[src/verilog/serial_port_cfg.svh]
// Offsets, field positions, reset values and rate figures of the serial port
`ifndef SERIAL_PORT_CFG_SVH
`define SERIAL_PORT_CFG_SVH
// Register indices; the byte address is four times the index
`define SP_IDX_PWR 8'h87
`define SP_IDX_CTRL 8'h98
`define SP_IDX_DATA 8'h99
`define SP_PWR_DOUBLE 7
`define SP_PWR_FEEN 6
`define SP_PWR_WMASK 8'hdf
`define SP_PWR_RST 8'h00
`define SP_CTRL_RST 8'h00
`define SP_DATA_RST 8'h00
// Clock divisions
`define SP_M0_DIV_SLOW 4'd12
`define SP_M0_DIV_FAST 4'd4
`define SP_M2_DIV_SLOW 7'd64
`define SP_M2_DIV_FAST 7'd32
`define SP_OVS 7'd16
`define SP_RESP_OKAY 2'b00
`define SP_RESP_SLVERR 2'b10
`endif

[src/verilog/serial_port_pkg.sv]
// Types of the serial port
package serial_port_pkg;
   typedef struct packed {
      logic sm0;
      logic sm1;
      logic sm2;
      logic ren;
      logic tb8;
      logic rb8;
      logic ti;
      logic ri;
   } ctrl_t;
   typedef enum logic [2:0] {
      M0_IDLE = 3'b001,
      M0_TX = 3'b010,
      M0_RX = 3'b100
   } m0_state_t;
   typedef enum logic [1:0] {
      TX_IDLE = 2'b01,
      TX_BUSY = 2'b10
   } tx_state_t;
   typedef enum logic [2:0] {
      RX_IDLE = 3'b001,
      RX_START = 3'b010,
      RX_BITS = 3'b100
   } rx_state_t;
endpackage : serial_port_pkg
[src/verilog/serial_port.sv]
// Serial port, modes 0 to 3, with an AXI4-Lite register slave
//
// The AXI4-Lite register port was decided locally.
`timescale 1ns/100ps
`default_nettype none
`include "serial_port_cfg.svh"

module serial_port (
   // Clock and reset
   input wire logic sys_clk,
   input wire logic rst_n,
   // AXI4-Lite slave
   input wire logic [11:0] s_axi_awaddr,
   input wire logic s_axi_awvalid,
   output logic s_axi_awready,
   input wire logic [31:0] s_axi_wdata,
   input wire logic [3:0] s_axi_wstrb,
   input wire logic s_axi_wvalid,
   output logic s_axi_wready,
   output logic [1:0] s_axi_bresp,
   output logic s_axi_bvalid,
   input wire logic s_axi_bready,
   input wire logic [11:0] s_axi_araddr,
   input wire logic s_axi_arvalid,
   output logic s_axi_arready,
   output logic [31:0] s_axi_rdata,
   output logic [1:0] s_axi_rresp,
   output logic s_axi_rvalid,
   input wire logic s_axi_rready,
   // Baud source
   input wire logic t1_overflow,
   // Serial pins
   input wire logic serial_data_in,
   output logic serial_data_out,
   output logic serial_data_oe,
   output logic serial_out_pin,
   // Status
   output serial_port_pkg::ctrl_t serial_control,
   output logic serial_irq
);
   import serial_port_pkg::*;

   function automatic logic [11:0] addr_of(input logic [7:0] idx);
      addr_of = {2'b00, idx, 2'b00};
   endfunction : addr_of

   ctrl_t ctrl_r;
   logic fe_r, ren_prev_r, aw_hold_r, w_hold_r, wstrb0_r, t1_half_r;
   logic [7:0] pwr_r, rx_buf_r, wbyte_r, rx_load;
   logic [11:0] awaddr_r;
   logic do_write, wr_ctrl, wr_data, wr_pwr, baud_double, fe_enable;
   logic [1:0] mode;
   logic ti_set, ri_set, fe_set, rb8_val, ovs_tick;
   logic [6:0] presc_r;

   assign mode = {ctrl_r.sm0, ctrl_r.sm1};
   assign baud_double = pwr_r[`SP_PWR_DOUBLE];
   assign fe_enable = pwr_r[`SP_PWR_FEEN];
   assign do_write = aw_hold_r && w_hold_r && !s_axi_bvalid;
   assign wr_ctrl = do_write && wstrb0_r && (awaddr_r == addr_of(`SP_IDX_CTRL));
   assign wr_data = do_write && wstrb0_r && (awaddr_r == addr_of(`SP_IDX_DATA));
   assign wr_pwr = do_write && wstrb0_r && (awaddr_r == addr_of(`SP_IDX_PWR));

   // Write channel: address and data taken in either order
   always_ff @(posedge sys_clk or negedge rst_n) begin
      if (!rst_n) begin
         aw_hold_r <= 1'b0;
         w_hold_r <= 1'b0;
         awaddr_r <= 12'h000;
         wbyte_r <= 8'h00;
         wstrb0_r <= 1'b0;
         s_axi_awready <= 1'b1;
         s_axi_wready <= 1'b1;
         s_axi_bvalid <= 1'b0;
         s_axi_bresp <= `SP_RESP_OKAY;
      end else begin
         if (s_axi_awvalid && s_axi_awready) begin
            aw_hold_r <= 1'b1;
            awaddr_r <= s_axi_awaddr;
            s_axi_awready <= 1'b0;
         end
         if (s_axi_wvalid && s_axi_wready) begin
            w_hold_r <= 1'b1;
            wbyte_r <= s_axi_wdata[7:0];
            wstrb0_r <= s_axi_wstrb[0];
            s_axi_wready <= 1'b0;
         end
         if (do_write) begin
            aw_hold_r <= 1'b0;
            w_hold_r <= 1'b0;
            s_axi_bvalid <= 1'b1;
            if (awaddr_r == addr_of(`SP_IDX_CTRL) || awaddr_r == addr_of(`SP_IDX_DATA) ||
                awaddr_r == addr_of(`SP_IDX_PWR)) begin
               s_axi_bresp <= `SP_RESP_OKAY;
            end else begin
               s_axi_bresp <= `SP_RESP_SLVERR;
            end
         end
         if (s_axi_bvalid && s_axi_bready) begin
            s_axi_bvalid <= 1'b0;
            s_axi_awready <= 1'b1;
            s_axi_wready <= 1'b1;
         end
      end
   end

   // Read channel
   always_ff @(posedge sys_clk or negedge rst_n) begin
      if (!rst_n) begin
         s_axi_arready <= 1'b1;
         s_axi_rvalid <= 1'b0;
         s_axi_rdata <= 32'h0000_0000;
         s_axi_rresp <= `SP_RESP_OKAY;
      end else if (s_axi_arvalid && s_axi_arready) begin
         s_axi_arready <= 1'b0;
         s_axi_rvalid <= 1'b1;
         s_axi_rresp <= `SP_RESP_OKAY;
         if (s_axi_araddr == addr_of(`SP_IDX_CTRL)) begin
            s_axi_rdata <= {24'h00_0000, (fe_enable ? fe_r : ctrl_r.sm0), ctrl_r[6:0]};
         end else if (s_axi_araddr == addr_of(`SP_IDX_DATA)) begin
            s_axi_rdata <= {24'h00_0000, rx_buf_r};
         end else if (s_axi_araddr == addr_of(`SP_IDX_PWR)) begin
            s_axi_rdata <= {24'h00_0000, pwr_r};
         end else begin
            s_axi_rdata <= 32'h0000_0000;
            s_axi_rresp <= `SP_RESP_SLVERR;
         end
      end else if (s_axi_rvalid && s_axi_rready) begin
         s_axi_rvalid <= 1'b0;
         s_axi_arready <= 1'b1;
      end
   end

   // Control and power registers; hardware sets win over software writes
   always_ff @(posedge sys_clk or negedge rst_n) begin
      if (!rst_n) begin
         ctrl_r <= `SP_CTRL_RST;
         fe_r <= 1'b0;
         pwr_r <= `SP_PWR_RST;
         ren_prev_r <= 1'b0;
      end else begin
         ren_prev_r <= ctrl_r.ren;
         if (wr_pwr) begin
            pwr_r <= wbyte_r & `SP_PWR_WMASK;
         end
         if (wr_ctrl) begin
            ctrl_r[6:0] <= wbyte_r[6:0];
            if (fe_enable) begin
               fe_r <= wbyte_r[7];
            end else begin
               ctrl_r.sm0 <= wbyte_r[7];
            end
         end
         if (ti_set) begin
            ctrl_r.ti <= 1'b1;
         end
         if (ri_set) begin
            ctrl_r.ri <= 1'b1;
            ctrl_r.rb8 <= rb8_val;
         end
         if (fe_set) begin
            fe_r <= 1'b1;
         end
      end
   end

   // Receive register, loaded only on an accepted byte
   always_ff @(posedge sys_clk or negedge rst_n) begin
      if (!rst_n) begin
         rx_buf_r <= `SP_DATA_RST;
      end else if (ri_set) begin
         rx_buf_r <= rx_load;
      end
   end

   // 16x oversampling tick for the asynchronous modes
   always_ff @(posedge sys_clk or negedge rst_n) begin
      if (!rst_n) begin
         presc_r <= 7'd0;
         t1_half_r <= 1'b0;
      end else begin
         if (ovs_tick || mode != 2'b10) begin
            presc_r <= 7'd0;
         end else begin
            presc_r <= presc_r + 7'd1;
         end
         if (t1_overflow) begin
            t1_half_r <= !t1_half_r;
         end
      end
   end

   always_comb begin
      if (mode == 2'b10) begin
         ovs_tick = (presc_r == (baud_double ? `SP_M2_DIV_FAST / `SP_OVS : `SP_M2_DIV_SLOW / `SP_OVS) - 7'd1);
      end else begin
         // Overflow over 32, or over 16 when doubled
         ovs_tick = t1_overflow && (baud_double || t1_half_r);
      end
   end

   // Mode 0 synchronous shifter
   m0_state_t m0_state_r;
   logic [3:0] m0_cnt_r, m0_bits_r, m0_half;
   logic m0_clk_r, m0_rx_start, m0_ti, m0_ri;
   logic [7:0] m0_sh_r;

   assign m0_half = ctrl_r.sm2 ? (`SP_M0_DIV_FAST >> 1) : (`SP_M0_DIV_SLOW >> 1);
   assign m0_rx_start = (mode == 2'b00) && ctrl_r.ren && !ren_prev_r && !ctrl_r.ri;

   always_ff @(posedge sys_clk or negedge rst_n) begin
      if (!rst_n) begin
         m0_state_r <= M0_IDLE;
         m0_cnt_r <= 4'd0;
         m0_bits_r <= 4'd0;
         m0_clk_r <= 1'b1;
         m0_sh_r <= 8'h00;
         m0_ti <= 1'b0;
         m0_ri <= 1'b0;
      end else begin
         m0_ti <= 1'b0;
         m0_ri <= 1'b0;
         case (m0_state_r)
            M0_IDLE: begin
               m0_clk_r <= 1'b1;
               m0_cnt_r <= 4'd0;
               m0_bits_r <= 4'd0;
               if (wr_data && mode == 2'b00) begin
                  m0_sh_r <= wbyte_r;
                  m0_clk_r <= 1'b0;
                  m0_state_r <= M0_TX;
               end else if (m0_rx_start) begin
                  m0_clk_r <= 1'b0;
                  m0_state_r <= M0_RX;
               end
            end
            M0_TX, M0_RX: begin
               if (m0_cnt_r == m0_half - 4'd1) begin
                  m0_cnt_r <= 4'd0;
                  m0_clk_r <= !m0_clk_r;
                  if (!m0_clk_r && m0_state_r == M0_RX) begin
                     m0_sh_r <= {serial_data_in, m0_sh_r[7:1]};
                  end
                  if (m0_clk_r) begin
                     if (m0_state_r == M0_TX) begin
                        m0_sh_r <= {1'b0, m0_sh_r[7:1]};
                     end
                     m0_bits_r <= m0_bits_r + 4'd1;
                     if (m0_bits_r == 4'd7) begin
                        m0_clk_r <= 1'b1;
                        m0_state_r <= M0_IDLE;
                        m0_ti <= (m0_state_r == M0_TX);
                        m0_ri <= (m0_state_r == M0_RX);
                     end
                  end
               end else begin
                  m0_cnt_r <= m0_cnt_r + 4'd1;
               end
            end
            default: begin
               m0_state_r <= M0_IDLE;
            end
         endcase
      end
   end

   // Asynchronous transmitter
   tx_state_t tx_state_r;
   logic [10:0] tx_sh_r;
   logic [3:0] tx_bits_r, tx_tick_r;
   logic tx_ti, tx_wait_r;

   always_ff @(posedge sys_clk or negedge rst_n) begin
      if (!rst_n) begin
         tx_state_r <= TX_IDLE;
         tx_sh_r <= 11'h7ff;
         tx_bits_r <= 4'd0;
         tx_tick_r <= 4'd0;
         tx_ti <= 1'b0;
         tx_wait_r <= 1'b0;
      end else begin
         tx_ti <= 1'b0;
         case (tx_state_r)
            TX_IDLE: begin
               tx_sh_r <= 11'h7ff;
               if (wr_data && mode != 2'b00) begin
                  // Mode 1 puts stop where the ninth bit would be
                  tx_sh_r <= {1'b1, (mode == 2'b01) ? 1'b1 : ctrl_r.tb8, wbyte_r, 1'b0};
                  tx_bits_r <= 4'd0;
                  tx_tick_r <= 4'd0;
                  tx_wait_r <= 1'b1;
                  tx_state_r <= TX_BUSY;
               end
            end
            TX_BUSY: begin
               if (ovs_tick && tx_wait_r) begin
                  // Start bit begins on a tick so it lasts a full 16 ticks
                  tx_wait_r <= 1'b0;
               end else if (ovs_tick) begin
                  tx_tick_r <= tx_tick_r + 4'd1;
                  if (tx_tick_r == 4'd15) begin
                     tx_sh_r <= {1'b1, tx_sh_r[10:1]};
                     tx_bits_r <= tx_bits_r + 4'd1;
                     // Flag rises as the stop bit goes on the line
                     if (tx_bits_r == ((mode == 2'b01) ? 4'd8 : 4'd9)) begin
                        tx_ti <= 1'b1;
                     end
                     if (tx_bits_r == ((mode == 2'b01) ? 4'd9 : 4'd10)) begin
                        tx_state_r <= TX_IDLE;
                     end
                  end
               end
            end
            default: begin
               tx_state_r <= TX_IDLE;
            end
         endcase
      end
   end

   // Asynchronous receiver
   rx_state_t rx_state_r;
   logic [8:0] rx_sh_r;
   logic [3:0] rx_bits_r, rx_tick_r;
   logic rxd_prev_r, rx_accept, rx_fe, rx_decide, rx_last;

   assign rx_decide = (rx_state_r == RX_BITS) && ovs_tick && (rx_tick_r == 4'd15) && (rx_bits_r == 4'd8);
   assign rx_last = (rx_state_r == RX_BITS) && ovs_tick && (rx_tick_r == 4'd15) &&
                    (rx_bits_r == ((mode == 2'b01) ? 4'd8 : 4'd9));

   always_ff @(posedge sys_clk or negedge rst_n) begin
      if (!rst_n) begin
         rx_state_r <= RX_IDLE;
         rx_sh_r <= 9'h000;
         rx_bits_r <= 4'd0;
         rx_tick_r <= 4'd0;
         rxd_prev_r <= 1'b1;
         rx_accept <= 1'b0;
         rx_fe <= 1'b0;
      end else begin
         rxd_prev_r <= serial_data_in;
         rx_accept <= 1'b0;
         rx_fe <= 1'b0;
         case (rx_state_r)
            RX_IDLE: begin
               rx_tick_r <= 4'd0;
               rx_bits_r <= 4'd0;
               if (ctrl_r.ren && mode != 2'b00 && rxd_prev_r && !serial_data_in) begin
                  rx_state_r <= RX_START;
               end
            end
            RX_START: begin
               if (ovs_tick) begin
                  rx_tick_r <= rx_tick_r + 4'd1;
                  if (rx_tick_r == 4'd7) begin
                     rx_tick_r <= 4'd0;
                     // A glitch that is high again at mid start is dropped
                     rx_state_r <= serial_data_in ? RX_IDLE : RX_BITS;
                  end
               end
            end
            RX_BITS: begin
               if (ovs_tick) begin
                  rx_tick_r <= rx_tick_r + 4'd1;
                  if (rx_tick_r == 4'd15) begin
                     rx_sh_r <= {serial_data_in, rx_sh_r[8:1]};
                     rx_bits_r <= rx_bits_r + 4'd1;
                     if (rx_decide) begin
                        rx_accept <= !ctrl_r.ri && (!ctrl_r.sm2 || serial_data_in);
                     end
                     if (rx_last) begin
                        rx_fe <= !serial_data_in;
                        rx_state_r <= RX_IDLE;
                     end
                  end
               end
            end
            default: begin
               rx_state_r <= RX_IDLE;
            end
         endcase
      end
   end

   // After the decision shift rx_sh_r holds the data at [7:0] and the decision bit at [8]
   always_comb begin
      ti_set = m0_ti || tx_ti;
      ri_set = m0_ri || rx_accept;
      fe_set = rx_fe;
      if (m0_ri) begin
         rx_load = m0_sh_r;
         rb8_val = ctrl_r.rb8;
      end else begin
         rx_load = rx_sh_r[7:0];
         rb8_val = rx_sh_r[8];
      end
   end

   // Pin and status outputs, all registered
   always_ff @(posedge sys_clk or negedge rst_n) begin
      if (!rst_n) begin
         serial_out_pin <= 1'b1;
         serial_data_out <= 1'b1;
         serial_data_oe <= 1'b0;
         serial_control <= `SP_CTRL_RST;
         serial_irq <= 1'b0;
      end else begin
         serial_out_pin <= (mode == 2'b00) ? m0_clk_r : (tx_wait_r ? 1'b1 : tx_sh_r[0]);
         serial_data_out <= (m0_state_r == M0_TX) ? m0_sh_r[0] : 1'b1;
         serial_data_oe <= (m0_state_r == M0_TX);
         serial_control <= ctrl_r;
         serial_irq <= ctrl_r.ti || ctrl_r.ri;
      end
   end
endmodule : serial_port
`default_nettype wire

[config.mk]
export PLATFORM = sky130hd
export DESIGN_NAME = serial_port
export DESIGN_NICKNAME = d
export VERILOG_FILES = /design/src/verilog/serial_port_pkg.sv /design/src/verilog/serial_port.sv
export VERILOG_INCLUDE_DIRS = /design/src /design/src/verilog
export SDC_FILE = /design/constraint.sdc
export NUM_CORES = 1
export LEC_CHECK = 0
export BUFFER_PORTS_ARGS = -buffer_cell sky130_fd_sc_hd__buf_2
export CORE_UTILIZATION = 51
export CTS_CLUSTER_SIZE = 10
export DETAILED_ROUTE_END_ITERATION = 10
export PLACE_DENSITY = 0.76
export SLEW_MARGIN = 0
export SYNTH_ARGS = -nofsm -noshare
export SYNTH_HDL_FRONTEND = slang
export SYNTH_SLANG_ARGS = --single-unit
[constraint.sdc]
create_clock -name sys_clk -period 1.85 [get_ports sys_clk]
set_input_delay 0.37 -clock sys_clk [delete_from_list [all_inputs] [get_ports sys_clk]]
set_output_delay 0.37 -clock sys_clk [all_outputs]
set_load 0.05 [all_outputs]
* Yosys cells after proc, flatten, opt, wreduce, memory -nomap -nowiden
Cells that the tools add are included.
** Cells by class
- Add/subtract/negate cells :: 9
- Equality and inequality tests :: 45
- Multiplexer cells :: 122
- Bitwise operators :: 1
- Reductions and logical operators :: 75
** Operators by type and width (count)
- equality test 12 x 10 -> 1 bit (second input constant) :: 6
- 2-to-1 mux 8 bit :: 9
- 2-to-1 mux 1 bit :: 56
- 2-to-1 mux 4 bit :: 14
- 2-to-1 mux 3 bit :: 15
- one-hot mux 4 bit (2 select lines) :: 5
- != test 2 bit (second input constant) :: 17
- 2-to-1 mux 11 bit :: 3
- nonzero test 2 bit :: 14
- logical AND 1 bit :: 27
- adder 4 x 1 -> 4 bit (second input constant) :: 6
- one-hot mux 11 bit (2 select lines) :: 1
- 2-to-1 mux 2 bit :: 10
- AND reduction 3 bit :: 6
- equality test 4 bit :: 4
- one-hot mux 8 bit (2 select lines) :: 1
- equality test 4 bit (second input constant) :: 3
- one-hot mux 4 bit (3 select lines) :: 1
- AND reduction 4 bit :: 3
- 2-to-1 mux 10 bit :: 1
- AND reduction 5 bit :: 2
- one-hot mux 3 bit (3 select lines) :: 1
- equality test 4 x 3 -> 1 bit (second input constant) :: 2
- logical OR 1 bit :: 8
- 21 further kinds :: 37
** Storage, ports and cells
- Bits in registers :: 176
- Bits of input ports :: 69
- Output and inout port bits :: 53
- Logic and storage cells :: 310

* Depth between registers and ports, before layout
Gate-level depths: netlist (run 1).
- Depth after elaboration :: 11
- Mapped depth :: 7
- Mapped depth without buffers :: 7

* Least setup slack after synthesis (run 1)
OpenSTA, ideal clock, no wires.
- Path kind :: register to register
- Start :: register s_axi_bvalid
- End :: register m0_sh_r[0]
- Setup time :: 121 ps
- Arrival :: 1834 ps
- Slack :: -105 ps
- Cell stages (with the launch flop) :: 7
- Buffers on the path :: 1
- Cells stage by stage :: dfrtp_1 and4b_1 and4b_1 buf_2 a32oi_4 nor2_4 o22a_1
** On the way
- Word-level cells in the longest chain between the ends :: 7
** RTL lines
- start, declared :: RTL line serial_port.sv:21 : output logic s_axi_bvalid,
- start signal, assigned :: RTL line serial_port.sv:74 : s_axi_bvalid <= 1'b0;
- start signal, assigned :: RTL line serial_port.sv:91 : s_axi_bvalid <= 1'b1;
- start signal, assigned :: RTL line serial_port.sv:100 : s_axi_bvalid <= 1'b0;
- logical NOT 1 bit :: RTL line serial_port.sv:59 : assign do_write = aw_hold_r && w_hold_r && !s_axi_bvalid;
- logical AND 1 bit :: RTL line serial_port.sv:59
- logical AND 1 bit (2 in a row) :: RTL line serial_port.sv:61 : assign wr_data = do_write && wstrb0_r && (awaddr_r == addr_of(`SP_IDX_DATA));
- logical AND 1 bit :: RTL line serial_port.sv:228 : if (wr_data && mode == 2'b00) begin
- != test 2 bit (no line)
- AND reduction 3 bit (no line)
- end signal, assigned :: RTL line serial_port.sv:229 : m0_sh_r <= wbyte_r;
- end signal, assigned :: RTL line serial_port.sv:242 : m0_sh_r <= {serial_data_in, m0_sh_r[7:1]};
- end signal, assigned :: RTL line serial_port.sv:246 : m0_sh_r <= {1'b0, m0_sh_r[7:1]};
- end, declared :: RTL line serial_port.sv:206 : logic [7:0] m0_sh_r;
Every way passes these cells.
A chain may end at the register's enable or synchronous reset.

* Final worst setup path (run 1)
- Start :: register awaddr_r[8]
- End :: register m0_sh_r[6]
** On the way
- Word-level cells in the longest chain between the ends :: 5
** RTL lines
- start, declared :: RTL line serial_port.sv:50 : logic [11:0] awaddr_r;
- start signal, assigned :: RTL line serial_port.sv:79 : awaddr_r <= s_axi_awaddr;
- equality test 12 x 10 -> 1 bit :: RTL line serial_port.sv:61
- logical AND 1 bit :: RTL line serial_port.sv:61
- logical AND 1 bit :: RTL line serial_port.sv:228
- != test 2 bit (no line)
- AND reduction 3 bit (no line)
Every way passes these cells.

==> results of run 1 <==
what timing repair did:
action                                 in CTS  in global routing
buffers inserted                            1                  4
setup endpoints to repair                  43                 57
hold buffers                                1                  0
pin swaps                                   5                 18
gates resized for setup                    15                 31
endpoints found under the hold margin      16                  0
gates cloned                                1                  0
through the flow:
stage	cells	setup slack, ps	setup TNS, ps
finish	987	-48.96	-358.3
global route	987	-114.5	-2658
CTS	983	-36.55	-72.97
detailed placement	948	-110.2	-834.2
global placement	948	-14.96	-50.99
floorplan	691	17.97	0
layer usage:
| layer | up-vias | track usage, % |
|---|---|---|
| met4 | 0 | 9.491 |
| li1 | 2613 | - |
| met2 | 206 | 41.50 |
| met5 | - | 0 |
| met3 | 26 | 5.733 |
| met1 | 2795 | 31.05 |
power breakdown:
part,leakage (nW),internal (mW),switching (mW),total (mW)
Sequential,1.93,3.87,0.601,4.47
Combinational,1.93,0.954,1.10,2.06
Clock,0.272,2.09,1.30,3.39
critical path: stages (launching register included):
cell     delay, ps
dfrtp_1        410
nor4b_4        340
and4b_2        420
buf_6          150
a32oi_4        150
nor2_4         190
o22a_1         170
flip-flops by register name, indices dropped and copies added (netlist names), 2 cells and up:
signal          count
awaddr_r           12
tx_sh_r            10
rx_sh_r             9
ctrl_r              8
m0_sh_r             8
rx_buf_r            8
s_axi_rdata         8
serial_control      8
wbyte_r             8
presc_r             7
pwr_r               7
m0_bits_r           4
m0_cnt_r            4
rx_bits_r           4
rx_tick_r           4
tx_bits_r           4
tx_tick_r           4
m0_state_r          3
rx_state_r          3
tx_state_r          2
logic make-up after synthesis:
kind of cell	count (synthesis)
XOR/XNOR	14
other	1
AND/OR/NAND/NOR	232
multiplexers	50
flip-flops	149
AO/OA/AOI/OAI	142
buffers and inverters	69
adder cells (fa/ha/maj)	9
placed cells by master (no fill, tap or decap), types with 9 or more instances in the layout:
cell type	synthesis	routed
dfstp_2	20	20
mux2_2	32	23
mux2_4	8	17
mux2i_1	10	10
nor2_1	46	44
ha_1	9	9
o22ai_2	0	9
o41ai_1	9	9
o22a_1	15	15
nand2b_1	20	20
dfrtp_1	129	128
nand2_1	71	69
clkbuf_16	0	17
o22ai_1	21	11
buf_4	28	55
conb_1	1	26
o21ai_0	35	34
buf_2	6	67
inv_1	19	19
nor3_1	11	9
nand3_1	21	20
area by class of cell:
type | instances | area share (%)
tap | 180 | 2.530
sequential | 149 | 42.18
timing repair buffer | 133 | 10.08
clock buffer | 24 | 5.411
clock inverter | 8 | 1.124
multi-input combinational | 474 | 37.88
inverter | 19 | 0.8011
final timing paths:
check                          startpoint           endpoint  slack (ps)  cells after the start
setup / recovery              awaddr_r[8]         m0_sh_r[6]         -50                      6
hold / removal             serial_data_in         rxd_prev_r         110                      1
setup reg to reg              awaddr_r[8]         m0_sh_r[6]         -50                      6
hold reg to reg                 ctrl_r[2]  serial_control[2]         440                      0
max in group asynchronous           rst_n      s_axi_arready         920                      3
min in group asynchronous           rst_n         rx_sh_r[3]         310                      2
==> run_results.csv, run 1 <==
group,metric,value,unit
timing,fin_skew,7.959,ps
timing,maxSlewHeadroom,63.79,%
timing,rsz0062_at_grt,"true",
synthesis,ys_ff_latch,149,
timing,hold_ws,109.3,ps
floorplanning,start_util,52.16,%
cells_and_area,fin_util,64.38,%
setup_path,end_kind,"flop",
job,cap_violations,0,
cells_and_area,layout-drive-gt1-share,33.09,%
setup_path,crit_fanout,7,
timing,worst_slack,-48.96,ps
run_status,violations,"setup timing",
route,first_pass_iters,5,
timing,layout_min_cycle_time,1899,ps
placed_design,port_buffers,68,
clock_network,clock_latency,430,ps
placed_design,dpl.hpwl,11780,um
synthesis,synth_top_family_by_area,"simple AND/OR/NAND/NOR gates",
setup_path,crit_path_start_kind,"flop",
timing,hold_violations,0,
floorplanning,die_w,120.9,um
cells_and_area,fin_nets,872,
run_status,outcome,"complete, but fails checks",
timing,fmax,0.5266,GHz
route,wl_met2,8741,um
clock_network,path_clk_slew,60,ps
cells_and_area,area_growth,23.44,%
synthesis,synth_edf_count,0,
setup_path,worstPathRequired,2210,ps
grt,grt_pass1_vias,5631,
synthesis,synth.area.top_cells,"dfrtp_1 45%, dfstp_2 7.3%, mux2_2 5.0%",
synthesis,yosysTopAreaCellShare,44.76,%
clock_network,ctsRootBufferMaster,"clkbuf_16",
clock_network,cts_tree,"done",
cells_and_area,diodes,0,
synthesis,yosysMostFrequentCell,"dfrtp_1",
synthesis,yosysSeqAreaShare,52.05,%
clock_network,cts.sinks,149,
placed_design,dpl_cell_area,0.008051,mm^2
floorplanning,die_area,0.01462,mm^2
route,top_layer,"met4",
grt,grtUsageTotal,24.75,%
synthesis,avgSynthCellArea,10.83,um^2
power,p_leak,4.140,nW
floorplanning,core,0.01383,mm^2
route,met3_length,933,um
route,drt_iter0_markers,417,
min_path,hold_path.class,"input pin to flop",
synthesis,yosys_warnings,0,
route,ant_nets,0,
route,drc,0,
route,totalWireLength,17290,um
clock_network,cts_buffers,17,
route,num_vias,5640,
timing,worst_pin_slew,543.1,ps
synthesis,yosys_most_used_dff,"dfrtp_1",
power,power,9.918,mW
route,viasPerCell,5.714,
power,irDropWorstVdd,0.7677,mV
setup_path,crit_arrival,2260,ps
grt,antenna_found_initial,0,
synthesis,synthTopCellsByCount,"129 x dfrtp_1, 71 x nand2_1, 46 x nor2_1",
clock_network,max-clock-path-buffers,2,
cells_and_area,final_area,0.008902,mm^2
grt,grt_pass1_wl,27830,um
synthesis,synth-compound-area-share,14.04,%
cells_and_area,register_area,0.003755,mm^2
synthesis,yosys.area.top_type,"dfrtp_1",
synthesis,synth_xor_area_share,1.700,%
synthesis,synthArstFlopShare,100.0,%
cells_and_area,multiInputGateArea,0.003372,mm^2
synthesis,synthCells,666,
synthesis,synth_mux_area_share,8.050,%
clock_network,cts_max_level,4,
timing,finalSetupViolCount,16,
floorplanning,rows,43,
power,pwr_density_cell,1114,mW/mm^2
synthesis,synthSimpleGateAreaFrac,17.30,%
synthesis,yosysUniqueCellTypes,75,
floorplanning,chipHeight,120.9,um
grt,grt-ovfl-total,0,
timing,finalMaxSlewViolations,0,
grt,grt_max_degree,78,
synthesis,synth_fa_ha_area_share,1.561,%
placed_design,gp_congestion,0.8565,
synthesis,synthesis.area,0.007212,mm^2
route,wl_per_cell,17.51,um
cells_and_area,fill_cells,1046,
timing,post-route-period-util,102.6,%
floorplanning,boundaryPins,122,
route,wl_met1,7292,um
setup_path,critical_path_class,"flop to flop",
(Power assumes the default switching activity.)
==> run 2: changes to the inputs <==
- CTS_CLUSTER_DIAMETER: not set -> 40
- SETUP_SLACK_MARGIN: not set -> 0.4
==> run 2 against run 1 <==
Net effect:
- the run still ends with setup timing left
- sequential share of layout area fell by 2.9 points
- cell count rose by 1.5%
- first-iteration DRC count fell by 0.96%
- hold slack barely moved
- core utilization rose by 4.9 points
- clock skew rose by 2.5 ps
- maximum frequency rose by 1.5%
- combinational power rose by 9%
- setup slack improved by 28 ps
- wire length rose by 9.3%
- sequential power barely moved
==> run_results.csv, run 2 (synthesized netlist as in run 1, its figures left out) <==
group,metric,value,unit
route,drt_iter0_markers,413,
timing,maxSlewHeadroom,60.84,%
placed_design,dpl.hpwl,11490,um
clock_network,cts_buffers,17,
timing,hold_violations,0,
setup_path,end_kind,"flop",
power,intPower,7.282,mW
run_status,outcome,"complete, but fails checks",
setup_path,crit_fanout,9,
setup_path,cpMostUsedCell,"o22ai_1",
floorplanning,rows,43,
setup_path,crit_arrival,2220,ps
floorplanning,die_area,0.01462,mm^2
route,wl_per_cell,18.86,um
clock_network,clock_latency,440,ps
setup_path,regToRegStartpoint,"awaddr_r[8]",
setup_path,crit_path_start_kind,"flop",
setup_path,cpMaxStageDelayCell,"dfrtp_1",
power,irDropWorstVdd,0.7812,mV
floorplanning,chipHeight,120.9,um
cells_and_area,final_area,0.009577,mm^2
timing,rsz0062_at_grt,"true",
timing,post-route-period-util,101.1,%
route,viasPerCell,5.902,
power,power_switching,3.187,mW
grt,busiest_layer,"met2",
timing,layout_min_cycle_time,1871,ps
clock_network,cts_tree,"done",
grt,met3_usage,5.122,%
run_status,violations,"setup timing",
grt,gr-usage-met1,33.17,%
grt,grt_pass1_vias,5738,
timing,fin_skew,10.47,ps
placed_design,port_buffers,68,
setup_path,reg2regPathDepth,7,
timing,finalSetupViolCount,1,
grt,use_met2,42.54,%
timing,fmax,0.5345,GHz
floorplanning,core,0.01383,mm^2
grt,antenna_found_initial,0,
timing,fin_setup_tns,-20.97,ps
route,num_vias,5914,
cells_and_area,final_common_cell,"dfrtp_1",
setup_path,reg2reg_slack,-20,ps
placed_design,dpl_cell_area,0.008044,mm^2
clock_network,max-clock-path-buffers,2,
power,pwr-share-comb,21.5,%
route,drc,0,
cells_and_area,area_growth,32.79,%
grt,grt_max_degree,56,
clock_network,path_clk_slew,60,ps
power,pwr_density_cell,1093,mW/mm^2
grt,grt-ovfl-total,0,
route,ant_nets,0,
timing,worst_pin_slew,587.3,ps
job,cap_violations,0,
setup_path,critPathCapture,"tx_sh_r[8]",
cells_and_area,fin_nets,887,
setup_path,critical_path_class,"flop to flop",
power,p_sw_share,30.44,%
floorplanning,die_w,120.9,um
cells_and_area,diodes,0,
grt,grtUsageTotal,25.73,%
setup_path,reg2reg_to,"tx_sh_r[8]",
setup_path,crit_start,"awaddr_r[8]",
power,clockPowerShare,35.9,%
placed_design,dp_slack,-136.4,ps
min_path,hold_path.class,"input pin to flop",
clock_network,ctsRootBufferMaster,"clkbuf_16",
setup_path,worstPathRequired,2200,ps
cells_and_area,largest_reg_flops,12,
route,first_pass_iters,5,
cells_and_area,layout-drive-gt1-share,41.12,%
setup_path,slowest_delay,410,ps
cells_and_area,fin_util,69.26,%
floorplanning,start_util,52.16,%
cells_and_area,largest-register,"awaddr_r",
power,p_leak,4.402,nW
placed_design,gp_congestion,0.8443,
power,seqPwrFrac,42.6,%
timing,finalMaxSlewViolations,0,
grt,grt_pass1_wl,28970,um
floorplanning,boundaryPins,122,
route,totalWireLength,18900,um
cells_and_area,largestRegisters,"awaddr_r x12, tx_sh_r x10, rx_sh_r x9",
setup_path,crit_chain,"nor4b_4 > and4b_2 > buf_12 > nand4_1 > buf_4 > o22ai_1 > o22ai_1",
cells_and_area,layout_common_cells,"124 x dfrtp_1, 61 x buf_4, 57 x nand2_1",
timing,worst_slack,-20.97,ps
clock_network,cts_max_level,4,
clock_network,cts.sinks,149,
-- run 2: power groups by stage --
stage	registers, mW	clock network, mW	logic (mW)
3_5_place_dp	4.42	0	1.80
3_3_place_gp	4.37	0	1.73
6_report	4.46	3.76	2.25
5_1_grt	4.50	3.94	2.40
4_1_cts	4.39	3.78	2.03
2_1_floorplan	4.42	0	1.20
-- run 2: final cells by class --
| class | count | area (um^2) |
|---|---|---|
| fillers | 890 | 4250 |
| flip-flops and latches | 149 | 3760 |
| multi-input cells | 474 | 3716 |
| repair buffers | 148 | 1155 |
| clock buffers | 22 | 474.2 |
| well taps | 180 | 225.2 |
| clock inverters | 10 | 167.7 |
| inverters | 19 | 78.83 |
-- run 2: worst max-delay path, delay by kind of cell, from the launching register on --
kind | cells | cell delay, ps
AND/OR/NAND/NOR | 3 | 720
AO/OA/AOI/OAI | 2 | 340
buffers and inverters | 2 | 320
flip-flops | 1 | 410
-- run 2: per-layer routing --
layer,wire length [um],vias up
met5,0,-
met4,560,0
met3,947,53
met2,9643,229
met1,7745,2980
li1,-,2652
-- run 2: through the flow --
| step | hold slack, ps | total power [mW] | cells |
|---|---|---|---|
| 2_1_floorplan | 74.41 | 5.624 | 691 |
| 3_3_place_gp | 314.0 | 6.099 | 928 |
| 3_5_place_dp | 318.4 | 6.218 | 928 |
| 4_1_cts | 92.11 | 10.20 | 983 |
| 5_1_grt | 99.93 | 10.85 | 1002 |
| 6_report | 109.5 | 10.47 | 1002 |
-- run 2: how the worst min path moves through the flow --
stage,startpoint,depth (start not counted),endpoint,slack (ps)
finish,s_axi_arvalid,2,s_axi_arready,110
global route,serial_data_in,1,rxd_prev_r,100
CTS,serial_data_in,1,rxd_prev_r,90
detailed placement,rst_n,1,rx_bits_r[2],320
global placement,rst_n,1,rx_bits_r[2],310
floorplan,rst_n,0,aw_hold_r,70
-- run 2: timing repair --
item | 4_1_cts | 5_1_grt
buffers inserted | 21 | 19
gates resized for setup | 64 | 68
pin swaps | 25 | 31
hold buffers | 1 | 0
endpoints found under the hold margin | 37 | 0
cloned | 1 | 0
endpoints found under the setup margin | 85 | 93
==> run 3: changes to the inputs <==
- CTS_CLUSTER_SIZE: 10 -> not set
- HOLD_SLACK_MARGIN: not set -> 0.02
- MAX_ROUTING_LAYER: not set -> met4
==> run 3 against run 2 <==
Net effect:
- the flow still finishes with violations (setup timing)
- core utilization fell by 0.11 points
- setup slack worse by 4.8 ps
- clock power about the same
- maximum frequency shrank 0.26%
- via count is 0.25% higher
- largest cell class unchanged
==> run_results.csv, run 3 (synthesized netlist as in run 1, its figures left out) <==
group,metric,value,unit
floorplanning,chipHeight,120.9,um
cells_and_area,layout_common_cells,"124 x dfrtp_1, 59 x buf_4, 57 x nand2_1",
clock_network,cts.sinks,149,
route,drt_iter0_markers,473,
grt,antenna_found_initial,0,
timing,worst_slack,-25.76,ps
setup_path,crit_path_start_kind,"flop",
timing,post-route-period-util,101.4,%
clock_network,ctsRootBufferMaster,"clkbuf_16",
route,totalWireLength,18840,um
power,p_leak,4.393,nW
route,wl_per_cell,18.84,um
setup_path,cp_top_family,"simple AND/OR/NAND/NOR gates",
setup_path,cpMostUsedCell,"buf_4",
floorplanning,die_area,0.01462,mm^2
grt,grt_pass1_wl,29010,um
power,power_switching,3.182,mW
cells_and_area,final_common_cell,"dfrtp_1",
route,ant_nets,0,
floorplanning,boundaryPins,122,
placed_design,dpl.hpwl,11490,um
clock_network,cts_buffers,17,
timing,fin_skew,7.063,ps
power,clockPowerShare,36.0,%
grt,grt-ovfl-total,0,
setup_path,cpMaxStageDelayCell,"dfrtp_1",
cells_and_area,fin_util,69.15,%
placed_design,port_buffers,68,
timing,fmax,0.5331,GHz
setup_path,crit_chain,"nor4b_4 > buf_4 > nand4_4 > a21boi_2 > nor2_1 > buf_4 > o22ai_1",
setup_path,reg2reg_slack,-30,ps
min_path,hold_path.class,"input pin to flop",
cells_and_area,register_area,0.003760,mm^2
setup_path,worstPathRequired,2190,ps
power,intPower,7.274,mW
cells_and_area,largest_reg_flops,12,
setup_path,critical_path_class,"flop to flop",
cells_and_area,final_area,0.009562,mm^2
run_status,violations,"setup timing",
placed_design,dpl_cell_area,0.008044,mm^2
power,p_sw_share,30.43,%
clock_network,cts_tree,"done",
setup_path,critPathBufInv,2,
route,first_pass_iters,5,
cells_and_area,area_growth,32.58,%
power,pwr_density_cell,1094,mW/mm^2
route,num_vias,5929,
cells_and_area,layout-drive-gt1-share,40.98,%
power,irDropWorstVdd,0.7469,mV
timing,fin_setup_tns,-29.91,ps
power,power,10.46,mW
timing,layout_min_cycle_time,1876,ps
timing,hold_violations,0,
cells_and_area,diodes,0,
timing,worst_pin_slew,592.7,ps
grt,grt_max_degree,56,
clock_network,path_clk_slew,60,ps
timing,finalSetupViolCount,2,
job,cap_violations,0,
grt,grtUsageTotal,26.55,%
cells_and_area,largest-register,"awaddr_r",
floorplanning,core,0.01383,mm^2
setup_path,end_kind,"flop",
cells_and_area,fill_cells,902,
placed_design,gp_congestion,0.8576,
floorplanning,start_util,52.16,%
cells_and_area,fin_nets,885,
clock_network,clock_latency,440,ps
clock_network,max-clock-path-buffers,2,
floorplanning,rows,43,
power,pwr-share-comb,21.4,%
setup_path,crit_fanout,9,
floorplanning,die_w,120.9,um
clock_network,cts_max_level,4,
timing,rsz0062_at_grt,"true",
timing,maxSlewHeadroom,60.49,%
timing,finalMaxSlewViolations,0,
run_status,outcome,"complete, but fails checks",
power,seqPwrFrac,42.5,%
setup_path,slowest_delay,400,ps
grt,grt_pass1_vias,5729,
route,viasPerCell,5.929,
setup_path,crit_arrival,2220,ps
cells_and_area,multiInputGateArea,0.003716,mm^2
route,drc,0,
cells_and_area,largestRegisters,"awaddr_r x12, tx_sh_r x10, rx_sh_r x9",
-- run 3: cell count changes in the layout (fill, tap and decap cells not counted), sizes merged --
cell | previous run | this run
buf | 142 | 140
-- run 3: worst paths after layout --
check                                    endpoint           start  cells after the start
worst max-delay path                   tx_sh_r[2]      presc_r[2]                      7
worst min-delay path                   rxd_prev_r  serial_data_in                      1
worst max register to register         tx_sh_r[2]      presc_r[2]                      7
worst min register to register  serial_control[2]       ctrl_r[2]                      0
max in group asynchronous           s_axi_awready           rst_n                      3
min in group asynchronous            rx_bits_r[2]           rst_n                      2
-- run 3: cell type report --
type                    instances  area share (%)
inverters                      19          0.8244
well taps                     180           2.355
repair buffers                146           11.92
clock inverters                10           1.753
multi-input cells             474           38.86
clock buffers                  22           4.959
flip-flops and latches        149           39.32
-- run 3: metrics by stage --
| step | hold WS (ps) | instances | worst slack, ps |
|---|---|---|---|
| 2_1_floorplan | 74.41 | 691 | 25.92 |
| 3_3_place_gp | 314.0 | 928 | -49.10 |
| 3_5_place_dp | 318.4 | 928 | -136.4 |
| 4_1_cts | 92.11 | 983 | -45.84 |
| 5_1_grt | 91.83 | 1000 | -104.1 |
| 6_report | 102.1 | 1000 | -25.76 |
-- run 3: power groups by stage --
stage / clock network, mW / logic, mW / registers [mW]
6_report: 3.77 / 2.24 / 4.45
5_1_grt: 3.95 / 2.39 / 4.49
4_1_cts: 3.78 / 2.03 / 4.39
3_5_place_dp: 0 / 1.80 / 4.42
3_3_place_gp: 0 / 1.73 / 4.37
2_1_floorplan: 0 / 1.20 / 4.42
-- run 3: layer usage --
metal	vias to the layer above	wire [um]	GRT usage, %
met3	46	1107	5.921
met4	0	505	9.414
li1	2652	-	-
met2	236	9559	42.54
met1	2995	7669	33.26
met5	-	0	-
-- run 3: what timing repair did --
| action | 4_1_cts | 5_1_grt |
|---|---|---|
| hold endpoints to repair | 37 | 0 |
| resized for setup | 64 | 68 |
| hold buffers | 1 | 0 |
| endpoints found under the setup margin | 85 | 93 |
| pin swaps | 25 | 30 |
| buffers inserted | 21 | 17 |
| gates cloned | 1 | 0 |
